**config.mk**
```make
export PLATFORM = sky130hd
export DESIGN_NAME = fspc_flash_self_program_controller
export DESIGN_NICKNAME = d
export VERILOG_FILES = /design/src/rtl/fspc_pkg.sv /design/src/rtl/fspc_flash_self_program_controller.sv
export SDC_FILE = /design/constraint.sdc
export NUM_CORES = 2
export LEC_CHECK = 0
export BUFFER_PORTS_ARGS = -buffer_cell sky130_fd_sc_hd__buf_2
export CORE_MARGIN = 5
export CORE_UTILIZATION = 60
export CTS_BUF_LIST = sky130_fd_sc_hd__clkbuf_8
export DETAILED_ROUTE_END_ITERATION = 10
export MAX_ROUTING_LAYER = met4
export PLACE_DENSITY = 0.77
export RECOVER_POWER = 50
export SYNTH_ARGS = -nofsm -noshare
export SYNTH_HDL_FRONTEND = slang
export SYNTH_SLANG_ARGS = --single-unit
```
**constraint.sdc**
```tcl
create_clock -name core_clk -period 6.6 [get_ports core_clk]
set_clock_uncertainty 0.2 [all_clocks]
set_input_delay 0.33 -clock core_clk [delete_from_list [all_inputs] [get_ports core_clk]]
set_output_delay 0.33 -clock core_clk [all_outputs]
set_load 0.01 [all_outputs]
```
**src/rtl/fspc_pkg.sv**
```systemverilog
package fspc_pkg;

  // Word-aligned register byte offsets on the register bus.
  localparam logic [7:0] OFF_CONTROL = 8'h00;
  localparam logic [7:0] OFF_UNLOCK_KEY = 8'h04;
  localparam logic [7:0] OFF_DEST_ADDR_LOW = 8'h08;
  localparam logic [7:0] OFF_DEST_ADDR_HIGH = 8'h0C;
  localparam logic [7:0] OFF_LATCH_INDEX = 8'h10;
  localparam logic [7:0] OFF_LATCH_DATA = 8'h14;

  // Field positions inside flash_control.
  localparam int CTL_START = 15;
  localparam int CTL_PERMIT = 14;
  localparam int CTL_ERROR = 13;
  localparam int CTL_IDLE_PD = 12;
  localparam int CTL_SWAP = 11;
  localparam int CTL_P2 = 10;

  // Operation select codes.
  localparam logic [3:0] OP_CHIP_ERASE = 4'hE;
  localparam logic [3:0] OP_INACTIVE_ERASE = 4'h4;
  localparam logic [3:0] OP_PAGE_ERASE = 4'h3;
  localparam logic [3:0] OP_ROW_PROG = 4'h2;
  localparam logic [3:0] OP_DWORD_PROG = 4'h1;

  // Unlock key bytes, in the order they must arrive.
  localparam logic [7:0] KEY_FIRST = 8'h55;
  localparam logic [7:0] KEY_SECOND = 8'hAA;

  // Array geometry; addresses count two units per instruction.
  localparam int ROW_WORDS = 64;
  localparam int ROW_BYTES = 192;
  localparam int ERASE_WORDS = 512;
  localparam int ERASE_BYTES = 1536;
  localparam int ROW_ALIGN_BITS = 7;
  localparam int ERASE_ALIGN_BITS = 10;
  localparam int DWORD_ALIGN_BITS = 2;
  localparam logic [5:0] ROW_LAST = 6'h3F;
  localparam logic [5:0] DWORD_LAST = 6'h01;
  localparam int INACTIVE_ADDR_BIT = 22;
  localparam logic [1:0] MODE_SINGLE = 2'h3;

  // Reset values.
  localparam logic [15:0] CONTROL_RESET = 16'h0000;
  localparam logic [23:0] ADDR_RESET = 24'h000000;

  // Self-timed operation lengths and their cycle counts.
  localparam int CLK_PERIOD_NS = 40;
  localparam int ROW_PROG_TIME_NS = 2000;
  localparam int DWORD_PROG_TIME_NS = 400;
  localparam int PAGE_ERASE_TIME_NS = 20000;
  localparam int CHIP_ERASE_TIME_NS = 400000;
  localparam int ROW_PROG_CYC = (ROW_PROG_TIME_NS + CLK_PERIOD_NS - 1) / CLK_PERIOD_NS;
  localparam int DWORD_PROG_CYC = (DWORD_PROG_TIME_NS + CLK_PERIOD_NS - 1) / CLK_PERIOD_NS;
  localparam int PAGE_ERASE_CYC = (PAGE_ERASE_TIME_NS + CLK_PERIOD_NS - 1) / CLK_PERIOD_NS;
  localparam int CHIP_ERASE_CYC = (CHIP_ERASE_TIME_NS + CLK_PERIOD_NS - 1) / CLK_PERIOD_NS;

  typedef enum logic [2:0] {
    ST_IDLE = 3'b000,
    ST_STREAM = 3'b001,
    ST_ERASE = 3'b010,
    ST_WAIT = 3'b011,
    ST_DONE = 3'b100
  } fspc_state_t;

  typedef enum logic [1:0] {
    KEY_NONE = 2'b00,
    KEY_HALF = 2'b01,
    KEY_OPEN = 2'b10
  } fspc_key_t;

  // Command toward the flash array macro.
  typedef struct packed {
    logic program_permit;
    logic eraseEn;
    logic [3:0] op;
    logic [23:0] addr;
    logic [23:0] data;
  } fspc_cmd_t;

endpackage

```
**src/rtl/fspc_flash_self_program_controller.sv**
```systemverilog
`timescale 1ns/1ps
// Notes on behaviour
// - Row holds 64 instructions; program writes one row.
// - Erase removes eight rows, 512 instructions, at once.
// - Double-word program writes just two instructions.
// - Erase aligned 1536 bytes, rows aligned 192 bytes.
// - Table writes fill latches; array changes only later.
// - Any latch count programs; full row needs 64.
// - Latches load in any order; newest write wins.
// - A latch write is a two-cycle single word.
// - Operation on executing partition stalls the processor.
// - Start bit launches operation; hardware clears it after.
// - Inactive-partition operations do not stall the processor.
// - Low word, high byte address; fixed erases ignore.
// - Permit bit zero inhibits all program and erase.
// - Error flag set on bad sequence or termination.
// - Idle power-down bit cuts flash power in Idle.
// - Swap status set after successful swap, dual only.
// - Partition two active status shown in dual only.
// - Start, permit, error, select cleared by power-on only.
// - Select field bits 3:0; undefined codes unimplemented.
// - Codes E, 3 erase; codes 2, 1 program.
// - Code 4 erases inactive partition, dual modes only.
module fspc_flash_self_program_controller
  import fspc_pkg::*;
#(
  parameter int CHIP_ERASE_CYCLES = CHIP_ERASE_CYC
) (
  input wire logic core_clk,
  input wire logic rst_n,
  input wire logic clkEn,
  input wire logic deviceReset,
  input wire logic cpuIdle,
  input wire logic swapInstrDone,
  input wire logic secondPartitionActive,
  input wire logic [1:0] bootPartitionMode,
  input wire logic wb_cyc_i,
  input wire logic wb_stb_i,
  input wire logic wb_we_i,
  input wire logic [7:0] wb_adr_i,
  input wire logic [3:0] wb_sel_i,
  input wire logic [31:0] wb_dat_i,
  output logic [31:0] wb_dat_o,
  output logic wb_ack_o,
  output fspc_cmd_t flashCmd,
  output logic cpuStall,
  output logic flashPowerDown
);

  // Latch array has no reset: its content is undefined until loaded.
  logic [23:0] latchMem [ROW_WORDS];
  logic [5:0] latchIndex_q;
  logic latchPhase_q;
  logic ack_q;
  logic [31:0] rdData_q;
  logic start_q;
  logic permit_q;
  logic error_q;
  logic idlePd_q;
  logic swapDone_q;
  logic [3:0] opSel_q;
  logic [15:0] addrLow_q;
  logic [7:0] addrHigh_q;
  fspc_key_t key_q;
  fspc_state_t state_q;
  logic [5:0] streamIdx_q;
  logic [15:0] timer_q;
  logic [3:0] runOp_q;
  logic [23:0] runBase_q;
  logic runInactive_q;
  fspc_cmd_t cmd_q;
  logic stall_q;
  logic powerDown_q;

  // Bus decode; latch data writes take one extra wait cycle.
  wire busReq = wb_cyc_i & wb_stb_i;
  wire selLatchData = (wb_adr_i == OFF_LATCH_DATA);
  wire ackNext = busReq & ~ack_q & (~(selLatchData & wb_we_i) | latchPhase_q);
  wire wrTake = busReq & wb_we_i & ack_q;
  wire loLane = wb_sel_i[0];
  wire hiLane = wb_sel_i[1];
  wire upLane = wb_sel_i[2];
  wire wrControl = wrTake & (wb_adr_i == OFF_CONTROL);
  wire wrKey = wrTake & (wb_adr_i == OFF_UNLOCK_KEY) & loLane;
  wire wrAddrLow = wrTake & (wb_adr_i == OFF_DEST_ADDR_LOW);
  wire wrAddrHigh = wrTake & (wb_adr_i == OFF_DEST_ADDR_HIGH) & loLane;
  wire wrLatchIndex = wrTake & (wb_adr_i == OFF_LATCH_INDEX) & loLane;
  wire wrLatchData = wrTake & selLatchData;

  // Mode and target decode.
  wire dualMode = (bootPartitionMode != MODE_SINGLE);
  wire [3:0] newOp = loLane ? wb_dat_i[3:0] : opSel_q;
  wire newPermit = hiLane ? wb_dat_i[CTL_PERMIT] : permit_q;
  wire opValid = (newOp == OP_CHIP_ERASE) | (newOp == OP_PAGE_ERASE) |
                 (newOp == OP_ROW_PROG) | (newOp == OP_DWORD_PROG) |
                 ((newOp == OP_INACTIVE_ERASE) & dualMode);
  wire startAttempt = wrControl & hiLane & wb_dat_i[CTL_START];
  wire idle = (state_q == ST_IDLE);
  wire goodStart = startAttempt & idle & newPermit & (key_q == KEY_OPEN) & opValid;
  wire badStart = startAttempt & ~goodStart;
  wire [23:0] destAddr = {addrHigh_q, addrLow_q};
  wire newInactive = dualMode & ((newOp == OP_INACTIVE_ERASE) |
                     ((newOp != OP_CHIP_ERASE) &
                     (destAddr[INACTIVE_ADDR_BIT] != secondPartitionActive)));
  wire isErase = (newOp == OP_CHIP_ERASE) | (newOp == OP_PAGE_ERASE) |
                 (newOp == OP_INACTIVE_ERASE);
  wire swapSet = swapInstrDone & dualMode;
  wire swapClr = wrControl & hiLane & ~wb_dat_i[CTL_SWAP];

  // Base address aligned to the unit that each operation covers.
  wire [23:0] rowBase = {destAddr[23:ROW_ALIGN_BITS], {ROW_ALIGN_BITS{1'b0}}};
  wire [23:0] dwordBase = {destAddr[23:DWORD_ALIGN_BITS], {DWORD_ALIGN_BITS{1'b0}}};
  wire [23:0] eraseBase = {destAddr[23:ERASE_ALIGN_BITS], {ERASE_ALIGN_BITS{1'b0}}};
  wire [23:0] newBase = (newOp == OP_ROW_PROG) ? rowBase :
                        (newOp == OP_DWORD_PROG) ? dwordBase :
                        (newOp == OP_PAGE_ERASE) ? eraseBase : ADDR_RESET;
  wire [5:0] streamLast = (runOp_q == OP_ROW_PROG) ? ROW_LAST : DWORD_LAST;
  wire [15:0] opCycles = (runOp_q == OP_ROW_PROG) ? 16'(ROW_PROG_CYC) :
                         (runOp_q == OP_DWORD_PROG) ? 16'(DWORD_PROG_CYC) :
                         (runOp_q == OP_PAGE_ERASE) ? 16'(PAGE_ERASE_CYC) :
                         16'(CHIP_ERASE_CYCLES);
  wire [23:0] streamAddr = runBase_q + {17'h00000, streamIdx_q, 1'b0};

  // Read view of flash_control; swap and partition bits exist only in dual mode.
  wire [15:0] controlView = {start_q, permit_q, error_q, idlePd_q,
                             swapDone_q & dualMode, secondPartitionActive & dualMode,
                             6'h00, opSel_q};
  wire [31:0] readMux = (wb_adr_i == OFF_CONTROL) ? {16'h0000, controlView} :
                        (wb_adr_i == OFF_DEST_ADDR_LOW) ? {16'h0000, addrLow_q} :
                        (wb_adr_i == OFF_DEST_ADDR_HIGH) ? {24'h000000, addrHigh_q} :
                        (wb_adr_i == OFF_LATCH_INDEX) ? {26'h0000000, latchIndex_q} :
                        32'h00000000;

  // Bus handshake; an unmapped address is acknowledged and reads zero.
  always_ff @(posedge core_clk) begin
    if (!rst_n) begin
      ack_q <= 1'b0;
      latchPhase_q <= 1'b0;
      rdData_q <= 32'h00000000;
    end else if (clkEn) begin
      ack_q <= ackNext;
      latchPhase_q <= busReq & selLatchData & wb_we_i & ~ack_q & ~latchPhase_q;
      if (ackNext) begin
        rdData_q <= readMux;
      end
    end
  end

  // Latches hold table writes; the array itself is untouched here.
  always_ff @(posedge core_clk) begin
    if (clkEn && wrLatchData) begin
      latchMem[latchIndex_q] <= {upLane ? wb_dat_i[23:16] : latchMem[latchIndex_q][23:16],
                                 hiLane ? wb_dat_i[15:8] : latchMem[latchIndex_q][15:8],
                                 loLane ? wb_dat_i[7:0] : latchMem[latchIndex_q][7:0]};
    end
  end

  // Latch pointer and destination address; cleared by any reset.
  always_ff @(posedge core_clk) begin
    if (!rst_n || (clkEn && deviceReset)) begin
      latchIndex_q <= 6'h00;
      addrLow_q <= 16'h0000;
      addrHigh_q <= 8'h00;
    end else if (clkEn) begin
      if (wrLatchIndex) begin
        latchIndex_q <= wb_dat_i[5:0];
      end
      if (wrAddrLow && loLane) begin
        addrLow_q[7:0] <= wb_dat_i[7:0];
      end
      if (wrAddrLow && hiLane) begin
        addrLow_q[15:8] <= wb_dat_i[15:8];
      end
      if (wrAddrHigh) begin
        addrHigh_q <= wb_dat_i[7:0];
      end
    end
  end

  // Unlock tracker; any other write in between breaks the sequence.
  always_ff @(posedge core_clk) begin
    if (!rst_n) begin
      key_q <= KEY_NONE;
    end else if (clkEn && wrTake) begin
      if (wrKey && wb_dat_i[7:0] == KEY_FIRST) begin
        key_q <= KEY_HALF;
      end else if (wrKey && wb_dat_i[7:0] == KEY_SECOND && key_q == KEY_HALF) begin
        key_q <= KEY_OPEN;
      end else begin
        key_q <= KEY_NONE;
      end
    end
  end

  // Control bits kept across device resets; only power-on clears them.
  always_ff @(posedge core_clk) begin
    if (!rst_n) begin
      permit_q <= CONTROL_RESET[CTL_PERMIT];
      error_q <= CONTROL_RESET[CTL_ERROR];
      opSel_q <= CONTROL_RESET[3:0];
    end else if (clkEn) begin
      if (wrControl && hiLane) begin
        permit_q <= wb_dat_i[CTL_PERMIT];
      end
      if (wrControl && loLane && idle) begin
        opSel_q <= wb_dat_i[3:0];
      end
      if (badStart || (deviceReset && !idle)) begin
        error_q <= 1'b1;
      end else if (goodStart) begin
        error_q <= 1'b0;
      end
    end
  end

  // Idle power-down and swap status; a swap event wins over a clear.
  always_ff @(posedge core_clk) begin
    if (!rst_n || (clkEn && deviceReset)) begin
      idlePd_q <= CONTROL_RESET[CTL_IDLE_PD];
      swapDone_q <= CONTROL_RESET[CTL_SWAP];
    end else if (clkEn) begin
      if (wrControl && hiLane) begin
        idlePd_q <= wb_dat_i[CTL_IDLE_PD];
      end
      if (swapSet) begin
        swapDone_q <= 1'b1;
      end else if (swapClr) begin
        swapDone_q <= 1'b0;
      end
    end
  end

  // Sequencer: stream latches or issue erase, then wait out the self-timed period.
  always_ff @(posedge core_clk) begin
    if (!rst_n) begin
      state_q <= ST_IDLE;
      start_q <= 1'b0;
      streamIdx_q <= 6'h00;
      timer_q <= 16'h0000;
      runOp_q <= 4'h0;
      runBase_q <= ADDR_RESET;
      runInactive_q <= 1'b0;
    end else if (clkEn) begin
      case (state_q)
        ST_IDLE: begin
          if (goodStart) begin
            start_q <= 1'b1;
            runOp_q <= newOp;
            runBase_q <= newBase;
            runInactive_q <= newInactive;
            streamIdx_q <= 6'h00;
            state_q <= isErase ? ST_ERASE : ST_STREAM;
          end
        end
        ST_STREAM: begin
          if (deviceReset) begin
            state_q <= ST_DONE;
          end else if (streamIdx_q == streamLast) begin
            timer_q <= opCycles;
            state_q <= ST_WAIT;
          end else begin
            streamIdx_q <= streamIdx_q + 6'h01;
          end
        end
        ST_ERASE: begin
          timer_q <= opCycles;
          state_q <= deviceReset ? ST_DONE : ST_WAIT;
        end
        ST_WAIT: begin
          if (deviceReset || timer_q <= 16'h0001) begin
            state_q <= ST_DONE;
          end else begin
            timer_q <= timer_q - 16'h0001;
          end
        end
        ST_DONE: begin
          start_q <= 1'b0;
          state_q <= ST_IDLE;
        end
        default: begin
          state_q <= ST_IDLE;
        end
      endcase
    end
  end

  // Registered outputs toward the array, the core and the power controller.
  // Stalling covers the whole operation so code never fetches from a busy array.
  always_ff @(posedge core_clk) begin
    if (!rst_n) begin
      cmd_q <= '0;
      stall_q <= 1'b0;
      powerDown_q <= 1'b0;
    end else if (clkEn) begin
      cmd_q.program_permit <= (state_q == ST_STREAM) & ~deviceReset;
      cmd_q.eraseEn <= (state_q == ST_ERASE) & ~deviceReset;
      cmd_q.op <= runOp_q;
      cmd_q.addr <= (state_q == ST_STREAM) ? streamAddr : runBase_q;
      cmd_q.data <= latchMem[streamIdx_q];
      stall_q <= (goodStart & ~newInactive) |
                 (~idle & (state_q != ST_DONE) & ~runInactive_q);
      powerDown_q <= cpuIdle & idlePd_q & idle;
    end
  end

  assign wb_ack_o = ack_q;
  assign wb_dat_o = rdData_q;
  assign flashCmd = cmd_q;
  assign cpuStall = stall_q;
  assign flashPowerDown = powerDown_q;

  // Helper count of words streamed during one operation.
  logic [6:0] wordCount_q;
  always_ff @(posedge core_clk) begin
    if (!rst_n || (clkEn && goodStart)) begin
      wordCount_q <= 7'h00;
    end else if (clkEn && cmd_q.program_permit) begin
      wordCount_q <= wordCount_q + 7'h01;
    end
  end
endmodule // fspc_flash_self_program_controller

```
== Word-level counts from Yosys, hierarchy flattened ==
Memories as Yosys holds them, arrays and structs flattened. A register that Yosys moved wholly into a read port is not among the register bits.
Index checks and enable logic that the tools add are counted.

* Register bits after elaboration: 161
* Bits in writable memories: 1536
* Memories: 1

* $add $sub $neg: 3
* Order comparisons: 1
* Equal/unequal tests: 36
* Mux-type cells: 42
* Bitwise operators: 57
* Reductions and logical operators: 42

{| class="wikitable"
|+ Memory list
! name !! depth !! width !! read ports !! clocked after Yosys merged registers in !! write ports !! RTL line !! source
|-
| latchMem || 64 || 24 || 1 || 1 || 1 || fspc_flash_self_program_controller.sv:51 || <nowiki>logic [23:0] latchMem [ROW_WORDS];</nowiki>
|}

{| class="wikitable"
|+ Operators with widths
! operator !! number
|-
| $mux W24 || 4
|-
| $mux W16 || 5
|-
| $pmux W16 S3 || 1
|-
| $mux W14 || 3
|-
| $and A1 B1 Y1 || 40
|-
| $mux W8 || 4
|-
| $mux W6 || 5
|-
| $add A24 B7 Y24 || 1
|-
| $reduce_and A2 Y1 || 12
|-
| $eq A4 B2 Y1 const B || 4
|-
| $eq A8 B4 Y1 const B || 2
|-
| $eq A8 B5 Y1 const B || 2
|-
| $le A16 B1 Y1 const B || 1
|-
| $sub A16 B1 Y16 const B || 1
|-
| $mux W3 || 5
|-
| $logic_and A1 B1 Y1 || 12
|-
| $ne A2 B2 Y1 const B || 6
|-
| $pmux W3 S4 || 1
|-
| $pmux W6 S2 || 1
|-
| $reduce_and A5 Y1 || 2
|-
| $not A1 Y1 || 9
|-
| $eq A4 B1 Y1 const B || 2
|-
| $eq A8 B3 Y1 const B || 1
|-
| $eq A8 B7 Y1 const B || 1
|-
| 28 further kinds || 56
|}

== Longest topological paths before layout ==
* Depth after elaboration: 15
* Depth in mapped cells: 12
* Gate-level depth less buffers: 8

== Worst setup path before layout ==
Ideal clock, no wire load.

* Path type: reg2reg
* Start: reg streamIdx_q[0]
* End: reg, netlist name flashCmd[16]
* Arrival time: 2211 ps
* Slack: 4065 ps
* Stages on the path, launching flop included: 10
* Clock period less this slack: 2535 ps
* Path through: dfxtp_1 > buf_2 > buf_4 > buf_4 > buf_2 > mux4_2 > a211oi_1 > nor2_1 > o211ai_1 > nand3_1

{| class="wikitable"
|+ RTL lines
! element !! RTL line !! source
|-
| from (decl) || fspc_flash_self_program_controller.sv:66 || <nowiki>logic [5:0] streamIdx_q;</nowiki>
|-
| from (signal assigned) || fspc_flash_self_program_controller.sv:262 || <nowiki>streamIdx_q <= streamIdx_q + 6'h01;</nowiki>
|}

== Final worst setup path ==
* Start: in wb_dat_i[14]
* End: reg state_q[1]

* Cells in the longest elaborated chain, start to end: 6

{| class="wikitable"
|+ RTL lines
! element !! RTL line !! source
|-
| from (decl) || fspc_flash_self_program_controller.sv:42 || <nowiki>input wire logic [31:0] wb_dat_i,</nowiki>
|-
| $mux W1 || fspc_flash_self_program_controller.sv:93 || <nowiki>wire newPermit = hiLane ? wb_dat_i[CTL_PERMIT] : permit_q;</nowiki>
|-
| $and A1 B1 Y1 (3 in series) || fspc_flash_self_program_controller.sv:99 || <nowiki>wire goodStart = startAttempt & idle & newPermit & (key_q == KEY_OPEN) & opValid;</nowiki>
|-
| $ne A2 B1 Y1 (no source line) || n/a ||
|-
| $reduce_and A4 Y1 (no source line) || n/a ||
|-
| to (signal assigned) || fspc_flash_self_program_controller.sv:252 || <nowiki>state_q <= isErase ? ST_ERASE : ST_STREAM;</nowiki>
|-
| to (signal assigned) || fspc_flash_self_program_controller.sv:267 || <nowiki>state_q <= deviceReset ? ST_DONE : ST_WAIT;</nowiki>
|-
| to (decl) || fspc_flash_self_program_controller.sv:65 || <nowiki>fspc_state_t state_q;</nowiki>
|}

Every way passes these cells.
A chain may end at the register's enable or synchronous reset.

==> impl_metrics.csv <==
group,metric,value,unit
pwr,p_total,20.20,mW
run_status,violations,"capacitance limit, slew limit",
floorplan,initial_core_util,0.6014,
min_path,worstHoldStart,"wb_stb_i",
floorplan,ios,145,
place,hpwl,108100,um
yosys,async_flop_share,0,
sta,setup_tns,0,ns
sta,clock.fmax,212.9,MHz
yosys,yosysUniqueCellTypes,88,
critical_path,critPathMostFrequentCell,"clkbuf_1",
floorplan,coreArea,112000,um^2
critical_path,slowest_delay,2.15,ns
critical_path,critical_path_buf_inv_count,3,
critical_path,reg2reg_from,"streamIdx_q[3]$_SDFFE_PN0P_",
critical_path,critical_path.top_delay_family,"buffers and inverters",
cells_and_area,final_area,74380,um^2
sta,setup_viol,0,
pwr,vdd_drop_max,207.4,uV
sta,period_minus_slack,4.696,ns
run_status,outcome,"complete, but fails checks",
critical_path,critPathRequiredTime,7.19,ns
pwr,total_leakage_power,22.61,nW
clock_network,htree_levels,5,
sta,hold_ws,0.06946,ns
grt,grt_max_degree,105,
flow_run,maxCapViolations,27,
yosys,ys_warn_count,0,
critical_path,cpMaxStageDelayCell,"clkbuf_1",
place,placed_cell_area,69310,um^2
grt,grt_pass1_vias,38330,
critical_path,worst_setup_path_start_kind,"primary input",
sta,final_hold_viol_count,0,
cells_and_area,drive_gt1_frac,0.1806,
grt,gr-usage-all-layers,0.2963,
place,portBuffers,118,
routing,vias_per_cell,6.607,
yosys,synth_seq_cells,1702,
clock_network,clk_latency,0.95,ns
cells_and_area,fill_cells,7346,
yosys,ys.flop_type,"edfxtp_1",
critical_path,criticalPathCategory,"in2reg",
critical_path,arrival,5.28,ns
yosys,netlist_area,67380,um^2
routing,drc,0,
cells_and_area,syn2layout_area_growth,10.40,%
yosys,synth-edff-count,1536,
critical_path,critPathLaunch,"wb_dat_i[14]",
clock_network,cts-buffers-inserted,277,
yosys,synthCells,3829,
floorplan,num_rows,123,
sta,worst_pin_slew,3.578,ns
clock_network,tritoncts,"built",
critical_path,setup.worst_path.end_class,"flop",
grt,grt_pass1_wl,252800,um
critical_path,worstPathCellList,"dlygate4sd3_1, clkbuf_1, clkbuf_1, mux2i_1, nor2_1, a31oi_1, or3_1, a21oi_1",
routing,drt_wl_total,172600,um
sta,slew_headroom,-1.385,
yosys,syn_avg_cell_area,17.60,um^2
sta,fin_crit_sh,0.7116,
cells_and_area,register_area,49460,um^2
cells_and_area,nets,4179,
cells_and_area,layout_common_cells,"edfxtp_1 (1,536), nor2_1 (339), mux4_2 (321), clkbuf_8 (282), nand2_1 (211)",
pwr,powerDensity,271.5,nW/um^2
floorplan,dieArea,119100,um^2
clock_network,clk_pin_slew,0.06,ns
place,globalplace.congestion,0.9672,
routing,first_pass_iters,7,
cells_and_area,multi_input_area,16770,um^2
routing,routedWlPerCell,29.81,um
sta,worst_slack,1.904,ns
routing,routed-via-count,38250,
clock_network,clock_sinks,1702,
floorplan,die_h,345.1,um
place,post-place-ws,2.588,ns
yosys,ys_seq_area_frac,0.7339,
critical_path,critPathMaxFanout,67,
min_path,hold_path_class,"in2reg",
sta,rsz0062_at_grt,"false",
clock_network,cts_buffer_depth,4,
grt,overflow,0,
sta,drv_slew,1637,
floorplan,die_w,345.1,um
clock_network,cts_root_buf,"clkbuf_8",
routing,antenna_left,0,
routing,dr.first_iter.drc_count,5146,
cells_and_area,final_common_cell,"edfxtp_1",
grt,antenna_found_initial,5,
power by group:
part           total [mW]  leakage, nW  internal (mW)  switching, mW
sequential           11.8         15.2           11.8         0.0166
combinational       0.351         4.77         0.0636          0.288
clock                8.05         2.69           4.10           3.96
total                20.2         22.6           15.9           4.26
flip-flops by register name, indices dropped and copies added, names as in the netlist, 2 cells and up:
name,count
addrHigh_q,8
addrLow_q,16
flashCmd,53
key_q,2
latchIndex_q,6
latchMem,1536
opSel_q,4
runBase_q,22
runOp_q,4
state_q,3
streamIdx_q,6
timer_q,16
wb_dat_o,16
metal layers:
layer | wire length [um] | track usage | share of wire | vias up
met3 | 20260 | 0.07207 | 0.12 | 525
met2 | 80360 | 0.4373 | 0.47 | 2607
met5 | 0 | - | 0 | -
li1 | - | - | - | 15900
met4 | 10020 | 0.1531 | 0.058 | 0
met1 | 61940 | 0.3900 | 0.36 | 19210
final timing paths:
path              slack [ns]  cells past startpoint                   endpoint
hold / removal          0.07                      6      key_q[1]$_SDFFE_PN0P_
setup / recovery        1.90                      8    state_q[1]$_SDFFE_PN0P_
setup reg to reg        2.44                      8  flashCmd[16]$_SDFFE_PN0P_
hold reg to reg         0.26                      2  flashCmd[25]$_SDFFE_PN0P_
worst register-to-register path, delay by kind of cell (launching register included):
kind,cells,cell delay (ns)
simple gates,3,0.83
flops,1,0.89
buf+inv,2,0.99
compound gates,3,1.12
kinds of logic (layout without fill, tap and decap cells):
logic type      Yosys count  in the layout  synth area share
other cells               1             21        0.00005565
buf+inv                 263            703           0.01864
mux                     536            536            0.1398
simple gates            779            779           0.05166
fa+ha+maj                 9              9          0.001783
flops                  1702           1702            0.7339
compound gates          516            516           0.05123
xor+xnor                 23             23          0.002990
per-stage QoR:
stage / utilization / std cells
final: 0.6639 / 5789
after global routing: 0.6639 / 5789
after CTS: 0.6656 / 5785
after detailed placement: 0.6186 / 5278
after global placement: 0.6186 / 5278
after floorplan: - / 3845
cells in the mapped netlist, drive strengths merged (9+ instances only):
master / count / share of area
nor3b: 12 / 0.0013
or3: 9 / 0.00084
and3: 13 / 0.0012
edfxtp: 1536 / 0.68
clkbuf: 122 / 0.0068
a21oi: 141 / 0.011
nand4: 12 / 0.0011
mux4: 321 / 0.11
a22o: 16 / 0.0021
o21ai: 85 / 0.0063
nand2b: 14 / 0.0013
a22oi: 49 / 0.0055
buf: 130 / 0.011
o211ai: 9 / 0.0010
nor2: 341 / 0.019
a31oi: 25 / 0.0025
inv: 10 / 0.00056
nor4: 15 / 0.0016
dfxtp: 166 / 0.049
nor2b: 16 / 0.0015
o22ai: 36 / 0.0035
a211oi: 45 / 0.0052
a311oi: 12 / 0.0016
o221ai: 21 / 0.0027
mux2: 16 / 0.0027
nor3: 32 / 0.0024
xnor2: 20 / 0.0026
nand3: 63 / 0.0047
mux2i: 199 / 0.030
nand2: 214 / 0.012
final cells by class:
cell class,instances,share of cell area
diodes,4,0.0001346
clock buffers,282,0.05218
clock inverters,168,0.01088
inverters,11,0.0005551
multi-input cells,1880,0.2254
flip-flops and latches,1702,0.6650
well taps,1500,0.02523
repair buffers,242,0.02057
repair_timing:
action                                  4_1_cts  5_1_grt
hold buffers                                 57        0
resized for setup                             0        0
endpoints found under the setup margin        0        0
buffers inserted                              0        0
hold endpoints to repair                   1132        0
(Power assumes the default switching activity.)
